==> src/hdl/ocr_defs.vh <==
// Constants for the output clock pin routing block.
// Assumes a 100 MHz ref_clk and 32-bit APB with word-aligned registers.
`ifndef OCR_DEFS_VH
`define OCR_DEFS_VH

// ----------------------------------------------------------------
// Register byte offsets
// ----------------------------------------------------------------
`define OCR_ADDR_DUP_CTRL 12'h000
`define OCR_ADDR_FMT_CTRL 12'h004
`define OCR_ADDR_FS_CTRL 12'h008
`define OCR_ADDR_FREQ_A 12'h00C
`define OCR_ADDR_FREQ_B 12'h010
`define OCR_ADDR_FREQ_C 12'h014
`define OCR_ADDR_FREQ_D 12'h018
`define OCR_ADDR_FREQ_E 12'h01C
`define OCR_ADDR_FREQ_F 12'h020
`define OCR_ADDR_FREQ_G 12'h024
`define OCR_ADDR_STATUS 12'h028
`define OCR_ADDR_GPIO 12'h02C

// ----------------------------------------------------------------
// Field positions
// ----------------------------------------------------------------
`define OCR_FS_8K_INV 0
`define OCR_FS_8K_PUL 1
`define OCR_FS_2K_INV 2
`define OCR_FS_2K_PUL 3

// ----------------------------------------------------------------
// Reset values (frequencies in kHz, formats 2'b00 = LVDS)
// ----------------------------------------------------------------
`define OCR_FMT_LVDS 2'h0
`define OCR_FMT_RESET 8'h00
`define OCR_DUP_RESET 5'h00
`define OCR_FS_RESET 4'h0
`define OCR_FREQ_A_RST 20'h01950
`define OCR_FREQ_B_RST 20'h097E0
`define OCR_FREQ_C_RST 20'h04BF0
`define OCR_FREQ_D_RST 20'h097E0
`define OCR_FREQ_E_SONET 20'h00608
`define OCR_FREQ_E_SDH 20'h00800
`define OCR_FREQ_F_RST 20'h097E0
`define OCR_FREQ_G_RST 20'h04BF0

// ----------------------------------------------------------------
// Frame-sync timing (8 kHz period 125000 ns, 2 kHz 4x that)
// ----------------------------------------------------------------
`define OCR_CLK_NS 10
`define OCR_FS8K_PERIOD_NS 125000
`define OCR_FS8K_CYCLES (`OCR_FS8K_PERIOD_NS / `OCR_CLK_NS)
`define OCR_FS_MF_RATIO 4
`define OCR_FS8K_LAST 14'h30D3
`define OCR_FS8K_HALF 14'h186A
`define OCR_FS_MF_LAST 2'h3

`endif

==> src/hdl/ocr_output_stage.v <==
// Output clock pin routing: single-ended, differential, duplicate pins,
// auxiliary I/O sharing and frame-sync shaping, with APB registers.
// Assumes synthesized clocks arrive as levels from the synthesis path.
//
// Local design decisions: the APB register port and the register offsets.
`timescale 1ns/1ps
`include "ocr_defs.vh"

module ocr_output_stage (
	input wire ref_clk, // 100 MHz clock
	input wire sys_rst, // Synchronous reset, high
	input wire psel, // APB select
	input wire penable, // APB enable
	input wire pwrite, // APB direction
	input wire [11:0] paddr, // APB byte address
	input wire [31:0] pwdata, // APB write data
	output reg [31:0] prdata, // APB read data
	output wire pready, // APB ready
	output wire pslverr, // APB error
	input wire rate_family_select, // Rate-family strap pin
	input wire [6:0] synth_clk, // Synthesized clocks a..g
	output reg clk_out_a, // Single-ended a
	output reg clk_out_b, // Single-ended b
	output reg clk_out_c, // Single-ended c
	output reg clk_out_d, // Single-ended d
	output reg clk_out_e, // Single-ended e
	output reg clk_out_d_diff_p, // Diff d positive
	output reg clk_out_d_diff_n, // Diff d negative
	output reg clk_out_e_diff_p, // Diff e positive
	output reg clk_out_e_diff_n, // Diff e negative
	output reg clk_out_f_diff_p, // Diff f positive
	output reg clk_out_f_diff_n, // Diff f negative
	output reg clk_out_g_diff_p, // Diff g positive
	output reg clk_out_g_diff_n, // Diff g negative
	output wire [1:0] diff_d_format, // Format select d
	output wire [1:0] diff_e_format, // Format select e
	output wire [1:0] diff_f_format, // Format select f
	output wire [1:0] diff_g_format, // Format select g
	output wire [19:0] freq_a, // Programmed frequency a, kHz
	output wire [19:0] freq_b, // Programmed frequency b, kHz
	output wire [19:0] freq_c, // Programmed frequency c, kHz
	output wire [19:0] freq_d, // Programmed frequency d, kHz
	output wire [19:0] freq_e, // Programmed frequency e, kHz
	output wire [19:0] freq_f, // Programmed frequency f, kHz
	output wire [19:0] freq_g, // Programmed frequency g, kHz
	input wire [2:0] aux_io_in, // Aux pins one..three input
	output reg [2:0] aux_io_out, // Aux pins one..three output
	output reg [2:0] aux_io_oe, // Aux pins one..three enable
	output reg clk_out_d_dup, // Duplicate d output
	output reg clk_out_d_dup_oe, // Duplicate d enable
	output reg clk_out_e_dup, // Duplicate e output
	output reg clk_out_e_dup_oe, // Duplicate e enable
	output wire frame_sync_out, // 8 kHz sync
	output wire multiframe_sync_out // 2 kHz sync
);

	// ----------------------------------------------------------------
	// Registers
	// ----------------------------------------------------------------
	reg [4:0] output_dup_control;
	reg [7:0] diff_format_control;
	reg [3:0] frame_sync_control;
	reg [19:0] freq [0:6];
	reg [2:0] gpio_dir;
	reg [2:0] gpio_val;
	reg rate_meta;
	reg rate_sync;
	reg rate_family;
	reg rst_d;
	reg [6:0] clk_meta;
	reg [6:0] clk_sync;
	reg [2:0] aux_meta;
	reg [2:0] aux_sync;

	wire dup_a_enable = output_dup_control[0];
	wire dup_b_enable = output_dup_control[1];
	wire dup_c_enable = output_dup_control[2];
	wire dup_d_enable = output_dup_control[3];
	wire dup_e_enable = output_dup_control[4];
	wire [2:0] dup_abc = {dup_c_enable, dup_b_enable, dup_a_enable};
	wire wr_en = psel & penable & pwrite;

	assign pready = 1'b1;
	assign pslverr = 1'b0;
	assign diff_d_format = diff_format_control[1:0];
	assign diff_e_format = diff_format_control[3:2];
	assign diff_f_format = diff_format_control[5:4];
	assign diff_g_format = diff_format_control[7:6];
	assign freq_a = freq[0];
	assign freq_b = freq[1];
	assign freq_c = freq[2];
	assign freq_d = freq[3];
	assign freq_e = freq[4];
	assign freq_f = freq[5];
	assign freq_g = freq[6];

	// ----------------------------------------------------------------
	// Input synchronisers and rate strap
	// ----------------------------------------------------------------
	// Strap is caught on the first edge after reset releases
	always @(posedge ref_clk) begin
		rate_meta <= rate_family_select;
		rate_sync <= rate_meta;
		clk_meta <= synth_clk;
		clk_sync <= clk_meta;
		aux_meta <= aux_io_in;
		aux_sync <= aux_meta;
		if (sys_rst) begin
			rst_d <= 1'b1;
			rate_family <= 1'b0;
		end else begin
			rst_d <= 1'b0;
			if (rst_d) begin
				rate_family <= rate_sync;
			end
		end
	end

	// ----------------------------------------------------------------
	// APB register file
	// ----------------------------------------------------------------
	// Frequency e default is loaded with the strap, one cycle after release
	always @(posedge ref_clk) begin
		if (sys_rst) begin
			output_dup_control <= `OCR_DUP_RESET;
			diff_format_control <= `OCR_FMT_RESET;
			frame_sync_control <= `OCR_FS_RESET;
			freq[0] <= `OCR_FREQ_A_RST;
			freq[1] <= `OCR_FREQ_B_RST;
			freq[2] <= `OCR_FREQ_C_RST;
			freq[3] <= `OCR_FREQ_D_RST;
			freq[4] <= `OCR_FREQ_E_SDH;
			freq[5] <= `OCR_FREQ_F_RST;
			freq[6] <= `OCR_FREQ_G_RST;
			gpio_dir <= 3'h0;
			gpio_val <= 3'h0;
		end else if (rst_d) begin
			freq[4] <= rate_sync ? `OCR_FREQ_E_SONET : `OCR_FREQ_E_SDH;
		end else if (wr_en) begin
			case (paddr)
				`OCR_ADDR_DUP_CTRL: output_dup_control <= pwdata[4:0];
				`OCR_ADDR_FMT_CTRL: diff_format_control <= pwdata[7:0];
				`OCR_ADDR_FS_CTRL: frame_sync_control <= pwdata[3:0];
				`OCR_ADDR_FREQ_A: freq[0] <= pwdata[19:0];
				`OCR_ADDR_FREQ_B: freq[1] <= pwdata[19:0];
				`OCR_ADDR_FREQ_C: freq[2] <= pwdata[19:0];
				`OCR_ADDR_FREQ_D: freq[3] <= pwdata[19:0];
				`OCR_ADDR_FREQ_E: freq[4] <= pwdata[19:0];
				`OCR_ADDR_FREQ_F: freq[5] <= pwdata[19:0];
				`OCR_ADDR_FREQ_G: freq[6] <= pwdata[19:0];
				`OCR_ADDR_GPIO: begin
					gpio_dir <= pwdata[2:0];
					gpio_val <= pwdata[6:4];
				end
				default: begin
				end
			endcase
		end
	end

	// Read data is caught in the setup cycle, so it comes from a flop
	// and pready can still stay high with no wait state
	always @(posedge ref_clk) begin
		if (sys_rst) begin
			prdata <= 32'h00000000;
		end else if (psel & ~penable) begin
			case (paddr)
				`OCR_ADDR_DUP_CTRL: prdata <= {27'h0, output_dup_control};
				`OCR_ADDR_FMT_CTRL: prdata <= {24'h0, diff_format_control};
				`OCR_ADDR_FS_CTRL: prdata <= {28'h0, frame_sync_control};
				`OCR_ADDR_FREQ_A: prdata <= {12'h0, freq[0]};
				`OCR_ADDR_FREQ_B: prdata <= {12'h0, freq[1]};
				`OCR_ADDR_FREQ_C: prdata <= {12'h0, freq[2]};
				`OCR_ADDR_FREQ_D: prdata <= {12'h0, freq[3]};
				`OCR_ADDR_FREQ_E: prdata <= {12'h0, freq[4]};
				`OCR_ADDR_FREQ_F: prdata <= {12'h0, freq[5]};
				`OCR_ADDR_FREQ_G: prdata <= {12'h0, freq[6]};
				`OCR_ADDR_STATUS: prdata <= {28'h0, aux_sync, rate_family};
				`OCR_ADDR_GPIO: prdata <= {25'h0, gpio_val, 1'b0, gpio_dir};
				default: prdata <= 32'h0;
			endcase
		end
	end

	// ----------------------------------------------------------------
	// Clock routing
	// ----------------------------------------------------------------
	// Registered so every pin pair shares one edge; adds one cycle of lag, three in all from synth_clk
	always @(posedge ref_clk) begin
		if (sys_rst) begin
			clk_out_a <= 1'b0;
			clk_out_b <= 1'b0;
			clk_out_c <= 1'b0;
			clk_out_d <= 1'b0;
			clk_out_e <= 1'b0;
			clk_out_d_diff_p <= 1'b0;
			clk_out_d_diff_n <= 1'b1;
			clk_out_e_diff_p <= 1'b0;
			clk_out_e_diff_n <= 1'b1;
			clk_out_f_diff_p <= 1'b0;
			clk_out_f_diff_n <= 1'b1;
			clk_out_g_diff_p <= 1'b0;
			clk_out_g_diff_n <= 1'b1;
			clk_out_d_dup <= 1'b0;
			clk_out_d_dup_oe <= 1'b0;
			clk_out_e_dup <= 1'b0;
			clk_out_e_dup_oe <= 1'b0;
		end else begin
			clk_out_a <= clk_sync[0];
			clk_out_b <= clk_sync[1];
			clk_out_c <= clk_sync[2];
			clk_out_d <= clk_sync[3];
			clk_out_e <= clk_sync[4];
			clk_out_d_diff_p <= clk_sync[3];
			clk_out_d_diff_n <= ~clk_sync[3];
			clk_out_e_diff_p <= clk_sync[4];
			clk_out_e_diff_n <= ~clk_sync[4];
			clk_out_f_diff_p <= clk_sync[5];
			clk_out_f_diff_n <= ~clk_sync[5];
			clk_out_g_diff_p <= clk_sync[6];
			clk_out_g_diff_n <= ~clk_sync[6];
			clk_out_d_dup <= dup_d_enable & clk_sync[3];
			clk_out_d_dup_oe <= dup_d_enable;
			clk_out_e_dup <= dup_e_enable & clk_sync[4];
			clk_out_e_dup_oe <= dup_e_enable;
		end
	end

	// ----------------------------------------------------------------
	// Auxiliary pins: duplicate clock or general-purpose I/O
	// ----------------------------------------------------------------
	genvar gi;
	generate
		for (gi = 0; gi < 3; gi = gi + 1) begin : g_aux
			always @(posedge ref_clk) begin
				if (sys_rst) begin
					aux_io_out[gi] <= 1'b0;
					aux_io_oe[gi] <= 1'b0;
				end else if (dup_abc[gi]) begin
					aux_io_out[gi] <= clk_sync[gi];
					aux_io_oe[gi] <= 1'b1;
				end else begin
					aux_io_out[gi] <= gpio_val[gi];
					aux_io_oe[gi] <= gpio_dir[gi];
				end
			end
		end
	endgenerate

	// ----------------------------------------------------------------
	// Frame-sync timebase
	// ----------------------------------------------------------------
	reg [13:0] fs_cnt;
	reg [1:0] mf_cnt;
	wire fs_wrap = (fs_cnt == `OCR_FS8K_LAST);
	wire fs_half = (fs_cnt >= `OCR_FS8K_HALF);
	wire mf_start = fs_wrap & (mf_cnt == `OCR_FS_MF_LAST);
	wire mf_half = mf_cnt[1];

	always @(posedge ref_clk) begin
		if (sys_rst) begin
			fs_cnt <= 14'h0000;
			mf_cnt <= 2'h0;
		end else if (fs_wrap) begin
			fs_cnt <= 14'h0000;
			mf_cnt <= mf_cnt + 2'h1;
		end else begin
			fs_cnt <= fs_cnt + 14'h0001;
		end
	end

	ocr_frame_sync u_fs8k (
		.ref_clk(ref_clk),
		.sys_rst(sys_rst),
		.period_start(fs_wrap),
		.second_half(fs_half),
		.invert(frame_sync_control[`OCR_FS_8K_INV]),
		.pulse_mode(frame_sync_control[`OCR_FS_8K_PUL]),
		.sync_out(frame_sync_out)
	);

	ocr_frame_sync u_fs2k (
		.ref_clk(ref_clk),
		.sys_rst(sys_rst),
		.period_start(mf_start),
		.second_half(mf_half),
		.invert(frame_sync_control[`OCR_FS_2K_INV]),
		.pulse_mode(frame_sync_control[`OCR_FS_2K_PUL]),
		.sync_out(multiframe_sync_out)
	);

endmodule // ocr_output_stage

==> src/hdl/ocr_frame_sync.v <==
// Frame-sync shaper: 50% clock or one-cycle pulse, optional inversion.
// Assumes period_start marks the period start and second_half the later half.
`timescale 1ns/1ps

module ocr_frame_sync (
	input wire ref_clk, // System clock
	input wire sys_rst, // Synchronous reset, high
	input wire period_start, // One-cycle pulse at period start
	input wire second_half, // Level, high in second half of period
	input wire invert, // Invert polarity
	input wire pulse_mode, // Pulse instead of clock
	output reg sync_out // Shaped sync output
);

	always @(posedge ref_clk) begin
		if (sys_rst) begin
			sync_out <= 1'b0;
		end else if (pulse_mode) begin
			sync_out <= period_start ^ invert;
		end else begin
			sync_out <= (~second_half) ^ invert;
		end
	end

endmodule // ocr_frame_sync

==> config.mk <==
export PLATFORM = sky130hd
export DESIGN_NAME = ocr_output_stage
export DESIGN_NICKNAME = d
export VERILOG_FILES = /design/src/hdl/ocr_output_stage.v /design/src/hdl/ocr_frame_sync.v
export VERILOG_INCLUDE_DIRS = /design/src /design/src/hdl
export SDC_FILE = /design/constraint.sdc
export NUM_CORES = 1
export LEC_CHECK = 0
export BUFFER_PORTS_ARGS = -buffer_cell sky130_fd_sc_hd__buf_2
export CAP_MARGIN = 20
export CORE_AREA = 2 2 150 152
export CTS_BUF_LIST = sky130_fd_sc_hd__clkbuf_4 sky130_fd_sc_hd__clkbuf_8 sky130_fd_sc_hd__clkbuf_16
export DETAILED_ROUTE_END_ITERATION = 8
export DIE_AREA = 0 0 152 154
export MAX_ROUTING_LAYER = met4
export PLACE_DENSITY = 0.75
export RECOVER_POWER = 100
export SETUP_SLACK_MARGIN = 0.2
export SLEW_MARGIN = 0
export SYNTH_ARGS = -nofsm -noshare
export SYNTH_HDL_FRONTEND = slang
export SYNTH_SLANG_ARGS = --single-unit
==> constraint.sdc <==
create_clock -name ref_clk -period 2.7 [get_ports ref_clk]
set_input_delay 0.135 -clock ref_clk [delete_from_list [all_inputs] [get_ports ref_clk]]
set_output_delay 0.135 -clock ref_clk [all_outputs]
set_load 0.03 [all_outputs]
## Word-level counts from Yosys, hierarchy flattened

Memories as Yosys holds them, arrays and structs flattened.
Cells that the tools add are included.

| word-level totals | value |
|---|---|
| bits in registers | 118 |
| logic and storage cells | 146 |
| bits in writable memories | 140 |
| memories | 1 |

Memory list:

| memory | depth | bits a word | read ports | clocked after Yosys merged registers in | write ports | RTL line | text |
|---|---|---|---|---|---|---|---|
| freq | 7 | 20 | 7 | 0 | 7 | ocr_output_stage.v:63 | `reg [19:0] freq [0:6];` |

| operators by class | value |
|---|---|
| multiplexer cells | 58 |
| reduce and logical (&&, ||, !) cells | 6 |
| magnitude comparators | 1 |
| equality and inequality tests | 13 |
| add/sub/neg operators | 2 |
| bitwise logic cells | 26 |

Operator list:

| cell | count |
|---|---|
| one-hot mux 20 bit (12 select lines) | 1 |
| 2-to-1 mux 20 bit | 8 |
| equality test 12 x 5 -> 1 bit, second input constant | 4 |
| equality test 12 x 6 -> 1 bit, second input constant | 4 |
| 2-to-1 mux 1 bit | 48 |
| equality test 12 x 4 -> 1 bit, second input constant | 2 |
| adder 14 x 1 -> 14 bit, second input constant | 1 |
| equality test 14 bit, second input constant | 1 |
| >= comparator 14 x 13 -> 1 bit, second input constant | 1 |
| equality test 12 x 3 -> 1 bit, second input constant | 1 |
| zero test 12 bit | 1 |
| 2-to-1 mux 12 bit | 1 |
| AND reduction 3 bit | 4 |
| NOT 1 bit | 8 |
| OR 1 bit | 8 |
| AND 1 bit | 6 |
| bitwise XOR 1 bit | 4 |
| adder 2 x 1 -> 2 bit, second input constant | 1 |
| equality test 2 bit, second input constant | 1 |
| OR reduction 2 bit | 1 |

## Depth between registers and ports, before layout

Gate-level depths: netlist of run 1.

| logic depth | value |
|---|---|
| depth after elaboration | 7 |
| mapped depth | 7 |
| mapped depth without buffers | 6 |

## Modules after synthesis

Synthesis of run 1 repeated with hierarchy kept, for this count alone.

| second synthesis, totals | value |
|---|---|
| cell total of the unflattened synthesis | 886 |
| area, all modules | 10274.9 um^2 |

By module, submodules not included:

| module | area an instance (um^2) | seq. area each (um^2) | instances | cells an instance |
|---|---|---|---|---|
| ocr_output_stage | 10172.3 | 6286.0 | 1 | 874 |
| ocr_frame_sync | 51.3 | 20.0 | 2 | 6 |

## Worst setup path after synthesis of run 1

OpenSTA, ideal clock, no wires.

| timing | value |
|---|---|
| path kind | input to register |
| start point | input paddr[5] |
| end point | memory freq[1][0] (enable) |
| path buffers | 2 |
| stages on the path | 5 |
| path slack | 366 ps |
| arrival time | 1956 ps |
| path through | buf_2 -> or4b_1 -> buf_4 -> nor4_2 -> or2_1 |

RTL lines:

| what | RTL line | text |
|---|---|---|
| from (decl) | ocr_output_stage.v:15 | `input wire [11:0] paddr,` |
| to (decl) | ocr_output_stage.v:63 |  |

## Final worst setup path of run 1

| timing | value |
|---|---|
| start point | register rst_d |
| end point | register gpio_dir[1] |

| on the way | value |
|---|---|
| cells in the longest elaborated chain, start to end | 2 |

Ends and longest elaborated chain:

| what | RTL line | text |
|---|---|---|
| from (decl) | ocr_output_stage.v:69 | `reg rst_d;` |
| from (signal assigned) | ocr_output_stage.v:109 | `rst_d <= 1'b1;` |
| from (signal assigned) | ocr_output_stage.v:112 | `rst_d <= 1'b0;` |
| NOT 1 bit (no source line) | n/a |  |
| AND reduction 3 bit (no source line) | n/a |  |
| to (signal assigned) | ocr_output_stage.v:152 | `gpio_dir <= pwdata[2:0];` |
| to (decl) | ocr_output_stage.v:64 | `reg [2:0] gpio_dir;` |

Every way passes these cells.
A chain may end at the register's enable or synchronous reset.

==> reports/metrics.cfg, run 1 <==
[run_status]
status = finished, violations left
violations = capacitance limit, slew limit

[global_route]
top_usage_layer = met2
overflow = 0
grt_max_degree = 97
grt_antenna_before_repair = 4
use_met3_pct = 6.62
grtUsageTotal_pct = 28.4
grt_pass1_wl_um = 49700
grt_pass1_vias = 8570
grt_util_met2_pct = 45.2
met1_usage_pct = 34.9

[synthesis]
synth_area_um2 = 10700
synth.largest_area_cell = edfxtp_1
synth-main-ff-cell = edfxtp_1
seq_area_frac_synth_pct = 58.9
synth_seq_cells = 246
synthTopCellsByArea = edfxtp_1, dfxtp_1, mux2i_1
synth_warnings = 0
syn_area_per_cell_um2 = 11.3
ys_async_sr_fraction_pct = 0
syn_inst = 947
synth_edf_count = 140
synth.top_cell.area_share_pct = 39.1
synthDistinctLibCells = 71

[sta]
worstMarginPinSlew_ns = 1.97
hold_ws_ns = 0.0290
setup_violations = 0
max_freq_mhz = 418
final_max_slew_viol_count = 97
finalSetupTns_ns = 0
finalClockSkew_ns = 0.0175
fin_crit_ns = 2.39
relSlewSlack_pct = -31.2
hold_viol = 0
rsz0062_at_grt = no
finalCritPeriodShare_pct = 88.5

[critical_path]
r2r-end = gpio_dir[1]
critPathLaunchType = register
crit_type = reg2reg
path_max_fanout = 6
timing.rr.start = rst_d
ff2ff_setup_slack_ns = 0.31
startpoint = rst_d
r2r_cells = 4
required_ns = 3.02
arrival_ns = 2.71
end_kind = register

[place]
placed_area_um2 = 12300
post-dp-hpwl_um = 23200
port_buffers = 240
gp_congestion = 0.946

[floorplan]
boundaryPins = 267
fp.dieH_um = 154
dieArea_um2 = 23400
start_util_pct = 49.5
die_x_um = 152
rows = 54
core_um2 = 21700

[detailed_routing]
wl_um = 33400
vias_per_cell = 5.73
drc = 0
vias = 8721
wl_per_cell_um = 21.9
antenna_left = 0
first_iter_violations = 1037
drtPass1Iterations = 5

[clock_tree]
cts_max_level = 1
cts.clk_slew.worst_paths_ns = 0.06
clk_latency_ns = 0.53
cts_tree = yes
clock_sinks = 246
clk_path_buf_depth = 3
cts_buffers = 27
ctsResizeCount = 0
clockRootBuffer = clkbuf_16
post-cts-setup-buffers = 0

[final_layout]
final_core_util_pct = 60.6
nets = 1282
final_cell_mix = clkbuf_1, edfxtp_1, nor2_1
fin_area_um2 = 13200
drive_gt1_share_pct = 13.2
final_common_cell = clkbuf_1
area_growth_pct = 22.4

[power]
comb_power_share_pct = 8.3
power_density_nw_per_um2 = 647
power.leakage_nw = 4.79
pwr-share-clk_pct = 43.2
ir_drop_mv = 0.510
power_mw = 8.51
power.switching_mw = 2.04
power_frac_seq_pct = 48.5
p_int_mw = 6.48
p_sw_share_pct = 23.9

[job]
maxCapViolCount = 1

[worst_hold_path]
hold_path_depth = 3
worstHoldEndpoint = freq[6][13]
min-delay-path-class = in2reg
hold_start = pwdata[13]

repair_timing:
action,CTS,global route
hold buffers,26,0
setup endpoints to repair,0,0
endpoints found under the hold margin,65,0
layer usage:
layer / up-vias / part of all wire, %
li1: 3921 / -
met1: 4127 / 38
met2: 576 / 47
met3: 97 / 11
met4: 0 / 4.0
met5: - / 0
cell families (layout without fill, tap and decap cells):
logic type | Yosys count | in the layout | share of synthesized area [%]
and+or+nand+nor | 405 | 405 | 20.8
DFF | 246 | 246 | 58.9
AOI/OAI and AO/OA | 115 | 115 | 7.62
buffers and inverters | 100 | 380 | 4.46
muxes | 65 | 65 | 6.88
xor gates and xnor gates | 11 | 11 | 0.897
adders and majority gates | 3 | 3 | 0.349
other | 2 | 18 | 0.0699
worst max-delay path, cell delays in order, from the launching register on:
cell	delay [ns]
dfxtp_1	0.35
nand4b_1	0.40
nor4_2	1.09
mux2i_1	0.28
nor2_1	0.06
power groups by stage:
stage | registers, mW | logic, mW | clock network (mW)
floorplan | 4.36 | 0.291 | 0
global placement | 4.20 | 0.696 | 0
detailed placement | 4.20 | 0.703 | 0
CTS | 4.12 | 0.735 | 3.71
global route | 4.14 | 0.744 | 3.85
finish | 4.13 | 0.710 | 3.67
metrics by stage:
stage	cells	setup slack, ns
global route	1523	0.265
detailed placement	1444	0.447
global placement	1444	0.557
CTS	1519	0.619
floorplan	959	0.366
finish	1523	0.310
how the worst max path moves through the flow:
stage                        to  slack (ns)  depth (start not counted)
detailed placement  freq[1][16]        0.45                          5
CTS                   fs_cnt[8]        0.62                          4
finish              gpio_dir[1]        0.31                          4
global placement     freq[1][2]        0.56                          5
floorplan            freq[1][0]        0.37                          5
global route        gpio_dir[1]        0.27                          4
registers in the layout (all words and copies together) (netlist names), 2 cells and up:
signal	flops
gpio_dir	3
fs_cnt	14
prdata	20
aux_sync	3
aux_io_out	3
frame_sync_control	4
gpio_val	3
aux_io_oe	3
clk_meta	7
output_dup_control	5
mf_cnt	2
freq	140
diff_format_control	8
aux_meta	3
clk_sync	7
area by class of cell:
class	instances	area, um^2
antenna	4	10.0
clock buffer	39	791
tap	280	350
inverter	23	86.3
multi-input combinational	613	3960
timing repair buffer	308	1530
sequential	246	6330
clock inverter	10	103
fill	1878	8540
cell usage after synthesis, types with 7 or more instances:
cell type    n
a211oi_1     9
a21o_1       9
a21oi_1     16
a41oi_1      9
and2_1      27
and3_1      17
buf_2       14
buf_4       19
clkbuf_1    38
dfxtp_1    106
edfxtp_1   140
inv_1       23
mux2_2      10
mux2i_1     48
nand2_1     79
nand2b_1    37
nand3_1     11
nand3b_1    23
nand4_1     16
nor2_1     115
nor2b_1     10
nor3_1       9
nor4_2       7
o21a_1      10
o21ai_1     15
or2_1        7
xor2_1       9
(Power assumes the default switching activity.)
==> inputs of run 2 (changes only) <==
CTS_BUF_LIST = sky130_fd_sc_hd__clkbuf_8   (was sky130_fd_sc_hd__clkbuf_4 sky130_fd_sc_hd__clkbuf_8 sky130_fd_sc_hd__clkbuf_16)
MAX_ROUTING_LAYER = default   (was met4)
==> run 2 against run 1 <==
  * The run still ends with capacitance limit, slew limit left
  * Sequential power is essentially flat
  * Worst setup slack gained 0.013 ns
  * Sequential share of layout area grew 0.20 points
  * First-iteration DRC count shrank 6.3%
  * Critical path type unchanged
  * Total power shrank 4.1%
  * Clock skew grew 0.0021 ns
==> reports/metrics.cfg, run 2 (synthesis results as in run 1) <==
[detailed_routing]
antenna_left = 0  ; unchanged
first_iter_violations = 972  ; was 1037
drc = 0  ; unchanged
drtPass1Iterations = 5  ; unchanged
wl_per_cell_um = 21.5  ; was 21.9 um
vias = 8808  ; was 8721
vias_per_cell = 5.69  ; was 5.73
wl_um = 33300  ; was 33400 um

[power]
power.switching_mw = 2.05  ; was 2.04 mW
p_sw_share_pct = 25.1  ; was 23.9%
power_frac_seq_pct = 50.5  ; was 48.5%
comb_power_share_pct = 8.7  ; was 8.3%
ir_drop_mv = 0.408  ; was 0.510 mV
power_density_nw_per_um2 = 624  ; was 647 nW/um^2
p_int_mw = 6.12  ; was 6.48 mW
pwr-share-clk_pct = 40.8  ; was 43.2%
power.leakage_nw = 4.83  ; was 4.79 nW

[critical_path]
path_max_fanout = 6  ; unchanged
critPathMaxStageDelay_ns = 1.07  ; was 1.09 ns
end_kind = register  ; unchanged
cp_top_family = simple AND/OR/NAND/NOR gates  ; unchanged
crit_chain = nand4b_1 > nor4_2 > mux2i_1 > nor2_1  ; unchanged
worst-path-buf-inv = 0  ; unchanged
crit_type = reg2reg  ; unchanged
timing.rr.start = rst_d  ; unchanged
required_ns = 3.02  ; about the same
arrival_ns = 2.70  ; was 2.71 ns
critPathLaunchType = register  ; unchanged
startpoint = rst_d  ; unchanged
cp_slowest_cell = nor4_2  ; unchanged

[floorplan]
core_um2 = 21700  ; unchanged
dieArea_um2 = 23400  ; unchanged
rows = 54  ; unchanged
start_util_pct = 49.5  ; unchanged
boundaryPins = 267  ; unchanged
die_x_um = 152  ; unchanged
fp.dieH_um = 154  ; unchanged

[clock_tree]
cts_tree = yes  ; unchanged
cts.clk_slew.worst_paths_ns = 0.06  ; about the same
clk_latency_ns = 0.53  ; about the same
clk_path_buf_depth = 3  ; unchanged
cts_buffers = 41  ; was 27
clock_sinks = 246  ; unchanged
clockRootBuffer = clkbuf_8  ; was clkbuf_16
cts_max_level = 2  ; was 1
ctsResizeCount = 0  ; unchanged

[final_layout]
layout.cells.non_filler = 1547  ; was 1523
final_common_cell = clkbuf_1  ; unchanged
largest_registers = freq x140, prdata x20, fs_cnt x14  ; unchanged
drive_gt1_share_pct = 13.9  ; was 13.2%
area_growth_pct = 21.9  ; was 22.4%
nets = 1296  ; was 1282
top_register = freq  ; unchanged
num-fill-cells = 1882  ; was 1878
largest_reg_flops = 140  ; unchanged
final_core_util_pct = 60.4  ; was 60.6%
final_cell_mix = clkbuf_1, edfxtp_1, nor2_1  ; unchanged

[sta]
fin_crit_ns = 2.38  ; was 2.39 ns
hold_viol = 0  ; unchanged
final_max_slew_viol_count = 97  ; unchanged
setup_violations = 0  ; unchanged
max_freq_mhz = 421  ; was 418 MHz
finalCritPeriodShare_pct = 88.0  ; was 88.5%
finalSetupTns_ns = 0  ; unchanged
finalClockSkew_ns = 0.0196  ; was 0.0175 ns
rsz0062_at_grt = no  ; unchanged
hold_ws_ns = 0.0336  ; was 0.0290 ns
relSlewSlack_pct = -32.3  ; was -31.2%
worstMarginPinSlew_ns = 1.98  ; was 1.97 ns

[place]
dp.cells = 1444  ; unchanged
post-dp-hpwl_um = 23200  ; unchanged
port_buffers = 240  ; unchanged
gp_congestion = 0.930  ; was 0.946

[job]
maxCapViolCount = 1  ; unchanged

[global_route]
grt_pass1_wl_um = 49400  ; was 49700 um
overflow = 0  ; unchanged
grt_antenna_before_repair = 3  ; was 4
grt_max_degree = 97  ; unchanged
grtUsageTotal_pct = 27.6  ; was 28.4%
grt_pass1_vias = 8650  ; was 8570

[run_status]
violations = capacitance limit, slew limit  ; unchanged
status = finished, violations left  ; unchanged

[worst_hold_path]
hold_start = pwdata[13]  ; unchanged
min-delay-path-class = in2reg  ; unchanged

==> run 2: worst paths after layout <==
check / end / slack [ns] / cells after the start
max reg2reg: gpio_dir[1] / 0.32 / 4
max: gpio_dir[1] / 0.32 / 4
min reg2reg: clk_sync[4] / 0.32 / 0
min: freq[6][13] / 0.03 / 3
==> run 2: what timing repair did <==
item,in CTS,in global routing
hold buffers,26,0
setup buffers,0,0
endpoints found under the hold margin,77,0
==> run 2: power groups by stage <==
stage	sequential (mW)	clock, mW	combinational (mW)
2_1_floorplan	4.36	0	0.291
3_3_place_gp	4.20	0	0.696
3_5_place_dp	4.20	0	0.703
4_1_cts	4.12	3.36	0.733
5_1_grt	4.14	3.52	0.743
6_report	4.13	3.33	0.709
==> run 2: layout make-up <==
| cell class | count | area (um^2) | share of cell area, % |
|---|---|---|---|
| Timing Repair Buffer | 308 | 1530 | 11.7 |
| Tap cell | 280 | 350 | 2.67 |
| Clock inverter | 23 | 148 | 1.13 |
| Inverter | 23 | 86.3 | 0.659 |
| Multi-Input combinational cell | 613 | 3960 | 30.2 |
| Antenna cell | 4 | 10.0 | 0.0764 |
| Clock buffer | 50 | 688 | 5.25 |
| Sequential cell | 246 | 6330 | 48.3 |
==> run 2: routing by layer <==
layer	part of all wire, %	up-vias	GRT usage, %
li1	-	3948	-
met1	39	4227	34.9
met3	10	96	6.82
met2	47	537	44.6
met5	0	-	0
met4	3.8	0	13.4
==> run 2: metrics by stage <==
step	power (mW)	instance area, um^2	setup WS, ns
after CTS	8.22	13400	0.633
after global routing	8.40	13100	0.248
after detailed placement	4.90	12300	0.447
after floorplan	4.65	10800	0.366
final	8.17	13100	0.324
after global placement	4.90	12300	0.557
==> run 2: tightest hold or removal path: cells and delay by family <==
family	cells	cell delay [ns]
simple gates	1	0.15
buf+inv	2	0.16
==> inputs of run 3 (changes only) <==
ABC_AREA = 1   (was default)
CORE_AREA = 2 2 149 151   (was 2 2 150 152)
DIE_AREA = 0 0 151 153   (was 0 0 152 154)
PLACE_DENSITY = default   (was 0.75)
PLACE_DENSITY_LB_ADDON = 0.25   (was default)
==> run 3 against run 2 <==
  * The run now ends clean
  * Routed wire length decreased by 2.0%
  * Die area is 1.3% lower
  * Via count grew 3.5%
  * Synthesized area down 1.5%
  * Critical path depth increased by 2
  * Worst hold slack better by 0.078 ns
  * Flip-flop and latch count did not move
  * Clock power fell by 4%
  * Register-to-register slack gained 0.07 ns
  * Sequential share of layout area increased by 1.1 points
  * Count of clock-buffer cells in the layout is 1 lower
==> reports/metrics.cfg, run 3 <==
[critical_path]
r2r_cells = 6  ; was 4
r2r-end = freq[1][19]  ; was gpio_dir[1]
timing.rr.start = rst_d  ; unchanged
end_kind = register  ; unchanged
crit_type = reg2reg  ; unchanged
startpoint = rst_d  ; unchanged
path_max_fanout = 15  ; was 6
critPathLaunchType = register  ; unchanged
cp-endpoint = freq[1][19]  ; was gpio_dir[1]
ff2ff_setup_slack_ns = 0.40  ; was 0.32 ns
arrival_ns = 2.53  ; was 2.70 ns
required_ns = 2.92  ; was 3.02 ns

[detailed_routing]
antenna_left = 0  ; unchanged
drtPass1Iterations = 7  ; was 5
wl_um = 32600  ; was 33300 um
vias = 9118  ; was 8808
vias_per_cell = 5.13  ; was 5.69
drc = 0  ; unchanged
first_iter_violations = 797  ; was 972
wl_per_cell_um = 18.3  ; was 21.5 um

[sta]
finalClockSkew_ns = 0.0323  ; was 0.0196 ns
finalSetupTns_ns = 0  ; unchanged
finalWorstSetupSlack_ns = 0.396  ; was 0.324 ns
setup_violations = 0  ; unchanged
fin_crit_ns = 2.30  ; was 2.38 ns
worstMarginPinSlew_ns = 0.841  ; was 1.98 ns
hold_viol = 0  ; unchanged
max_freq_mhz = 434  ; was 421 MHz
final_max_slew_viol_count = 0  ; was 97
rsz0062_at_grt = no  ; unchanged
relSlewSlack_pct = 43.9  ; was -32.3%
finalCritPeriodShare_pct = 85.3  ; was 88.0%

[floorplan]
fp.dieH_um = 153  ; was 154 um
rows = 54  ; unchanged
boundaryPins = 267  ; unchanged
die_x_um = 151  ; was 152 um
dieArea_um2 = 23100  ; was 23400 um^2
core_um2 = 21500  ; was 21700 um^2
start_util_pct = 49.2  ; was 49.5%

[synthesis]
synth_edf_count = 140  ; unchanged
syn_inst = 1176  ; was 947
synth_area_um2 = 10600  ; was 10700 um^2
synth.largest_area_cell = edfxtp_1  ; unchanged
syn_area_per_cell_um2 = 8.99  ; was 11.3 um^2
synthDistinctLibCells = 36  ; was 71
synthTopCellsByArea = edfxtp_1, dfxtp_1, nand2_1  ; was edfxtp_1, dfxtp_1, mux2i_1
synth.top_cell.area_share_pct = 39.7  ; was 39.1%
synth_warnings = 0  ; unchanged
synth_seq_cells = 246  ; unchanged
synth_most_common_cell = nand2_1  ; was edfxtp_1
synth-main-ff-cell = edfxtp_1  ; unchanged
ys_async_sr_fraction_pct = 0  ; unchanged
seq_area_frac_synth_pct = 59.8  ; was 58.9%
synth_common_cells = nand2_1, nor2_1, edfxtp_1  ; was edfxtp_1, nor2_1, dfxtp_1

[place]
dp_slack_ns = 0.548  ; was 0.447 ns
port_buffers = 240  ; unchanged
gp_congestion = 0.877  ; was 0.930
post-dp-hpwl_um = 23300  ; was 23200 um

[clock_tree]
clk_latency_ns = 0.55  ; was 0.53 ns
clockRootBuffer = clkbuf_8  ; unchanged
cts_max_level = 2  ; unchanged
cts_buffers = 39  ; was 41
cts.clk_slew.worst_paths_ns = 0.06  ; about the same
post-cts-setup-buffers = 0  ; unchanged
clk_path_buf_depth = 3  ; unchanged
cts_tree = yes  ; unchanged
clock_sinks = 246  ; unchanged

[global_route]
grt_max_degree = 42  ; was 97
grt_antenna_before_repair = 0  ; was 3
grt_pass1_wl_um = 48900  ; was 49400 um
grt_pass1_vias = 8740  ; was 8650
overflow = 0  ; unchanged
grtUsageTotal_pct = 28.1  ; was 27.6%

[final_layout]
n_antenna_cell = 0  ; was 4
final_cell_mix = nand2_1, clkbuf_1, nor2_1  ; was clkbuf_1, edfxtp_1, nor2_1
num-fill-cells = 2024  ; was 1882
drive_gt1_share_pct = 10.3  ; was 13.9%
multi_input_area_um2 = 3370  ; was 3960 um^2
final_common_cell = nand2_1  ; was clkbuf_1
final_core_util_pct = 59.6  ; was 60.4%
seq_area_um2 = 6330  ; unchanged
area_growth_pct = 21.1  ; was 21.9%
largest_registers = freq x140, prdata x20, fs_cnt x14  ; unchanged
largest_reg_flops = 140  ; unchanged
top_register = freq  ; unchanged
nets = 1532  ; was 1296

[job]
maxCapViolCount = 0  ; was 1

[power]
power.leakage_nw = 5.32  ; was 4.83 nW
power_mw = 7.93  ; was 8.17 mW
ir_drop_mv = 0.497  ; was 0.408 mV
power_density_nw_per_um2 = 619  ; was 624 nW/um^2

[worst_hold_path]
min-delay-path-class = in2reg  ; unchanged
hold_path_depth = 5  ; was 3

[run_status]
status = complete, no violations  ; was finished, violations left

## run 3: changes by cell type after synthesis, moves of 17 or more
cell | before | now
and3_1 | 17 | 0
clkbuf_1 | 38 | 11
nor2_1 | 115 | 191
inv_2 | 0 | 20
nand3_1 | 11 | 104
a21oi_1 | 16 | 63
nand2_1 | 79 | 279
o21ai_0 | 6 | 32
mux2i_1 | 48 | 0
nand2b_1 | 37 | 1
and2_1 | 27 | 0
inv_1 | 23 | 109
nand3b_1 | 23 | 1
## run 3: cell type report
| type | count | share of cell area [%] |
|---|---|---|
| Timing Repair Buffer | 298 | 11.5 |
| Inverter | 131 | 3.89 |
| Clock buffer | 49 | 5.26 |
| Multi-Input combinational cell | 753 | 26.3 |
| Clock inverter | 21 | 0.869 |
| Tap cell | 280 | 2.73 |
| Sequential cell | 246 | 49.4 |
## run 3: power breakdown
group / switching (mW) / internal (mW) / leakage [nW]
Sequential: 0.0686 / 4.07 / 2.27
Clock: 1.46 / 1.73 / 0.451
Combinational: 0.468 / 0.136 / 2.61
## run 3: kinds of logic after synthesis
logic type,after synthesis,synth area share (%)
and+or+nand+nor,635,26.6
DFF,246,59.8
xor gates and xnor gates,3,0.248
buffers and inverters,189,8.26
other,2,0.0710
adders and majority gates,3,0.355
AOI/OAI and AO/OA,98,4.68
## run 3: through the flow
step | hold WS, ns | area [um^2] | cells
floorplan | 0.163 | 10600 | 1188
global route | 0.137 | 12800 | 1778
detailed placement | 0.239 | 12000 | 1677
global placement | 0.237 | 12000 | 1677
finish | 0.111 | 12800 | 1778
CTS | 0.101 | 13100 | 1778
## run 3: worst min path at each step
stage / startpoint / endpoint / slack [ns]
6_report: penable / prdata[0] / 0.11
5_1_grt: penable / prdata[15] / 0.14
4_1_cts: penable / prdata[0] / 0.10
3_5_place_dp: aux_io_in[0] / aux_meta[0] / 0.24
3_3_place_gp: synth_clk[5] / clk_meta[5] / 0.24
2_1_floorplan: aux_io_in[0] / aux_meta[0] / 0.16
## run 3: routing by layer
layer  wire [um]  track usage [%]  part of all wire, %
met5           0                0                    0
met3        3660             8.09                   11
met1       12800             36.3                   39
met4         932             9.30                  2.9
met2       15200             45.4                   47
## run 3: worst max-delay path: stages, from the launching register on
cell	delay, ns
dfxtp_1	0.32
inv_1	0.17
nand4_4	0.30
nor2_4	0.26
inv_1	0.30
nand2_1	0.40
buf_12	0.22
## run 3: timing repair
item                      in CTS  in global routing
hold buffers                  31                  0
hold endpoints to repair      85                  0
gates resized for setup        0                  0
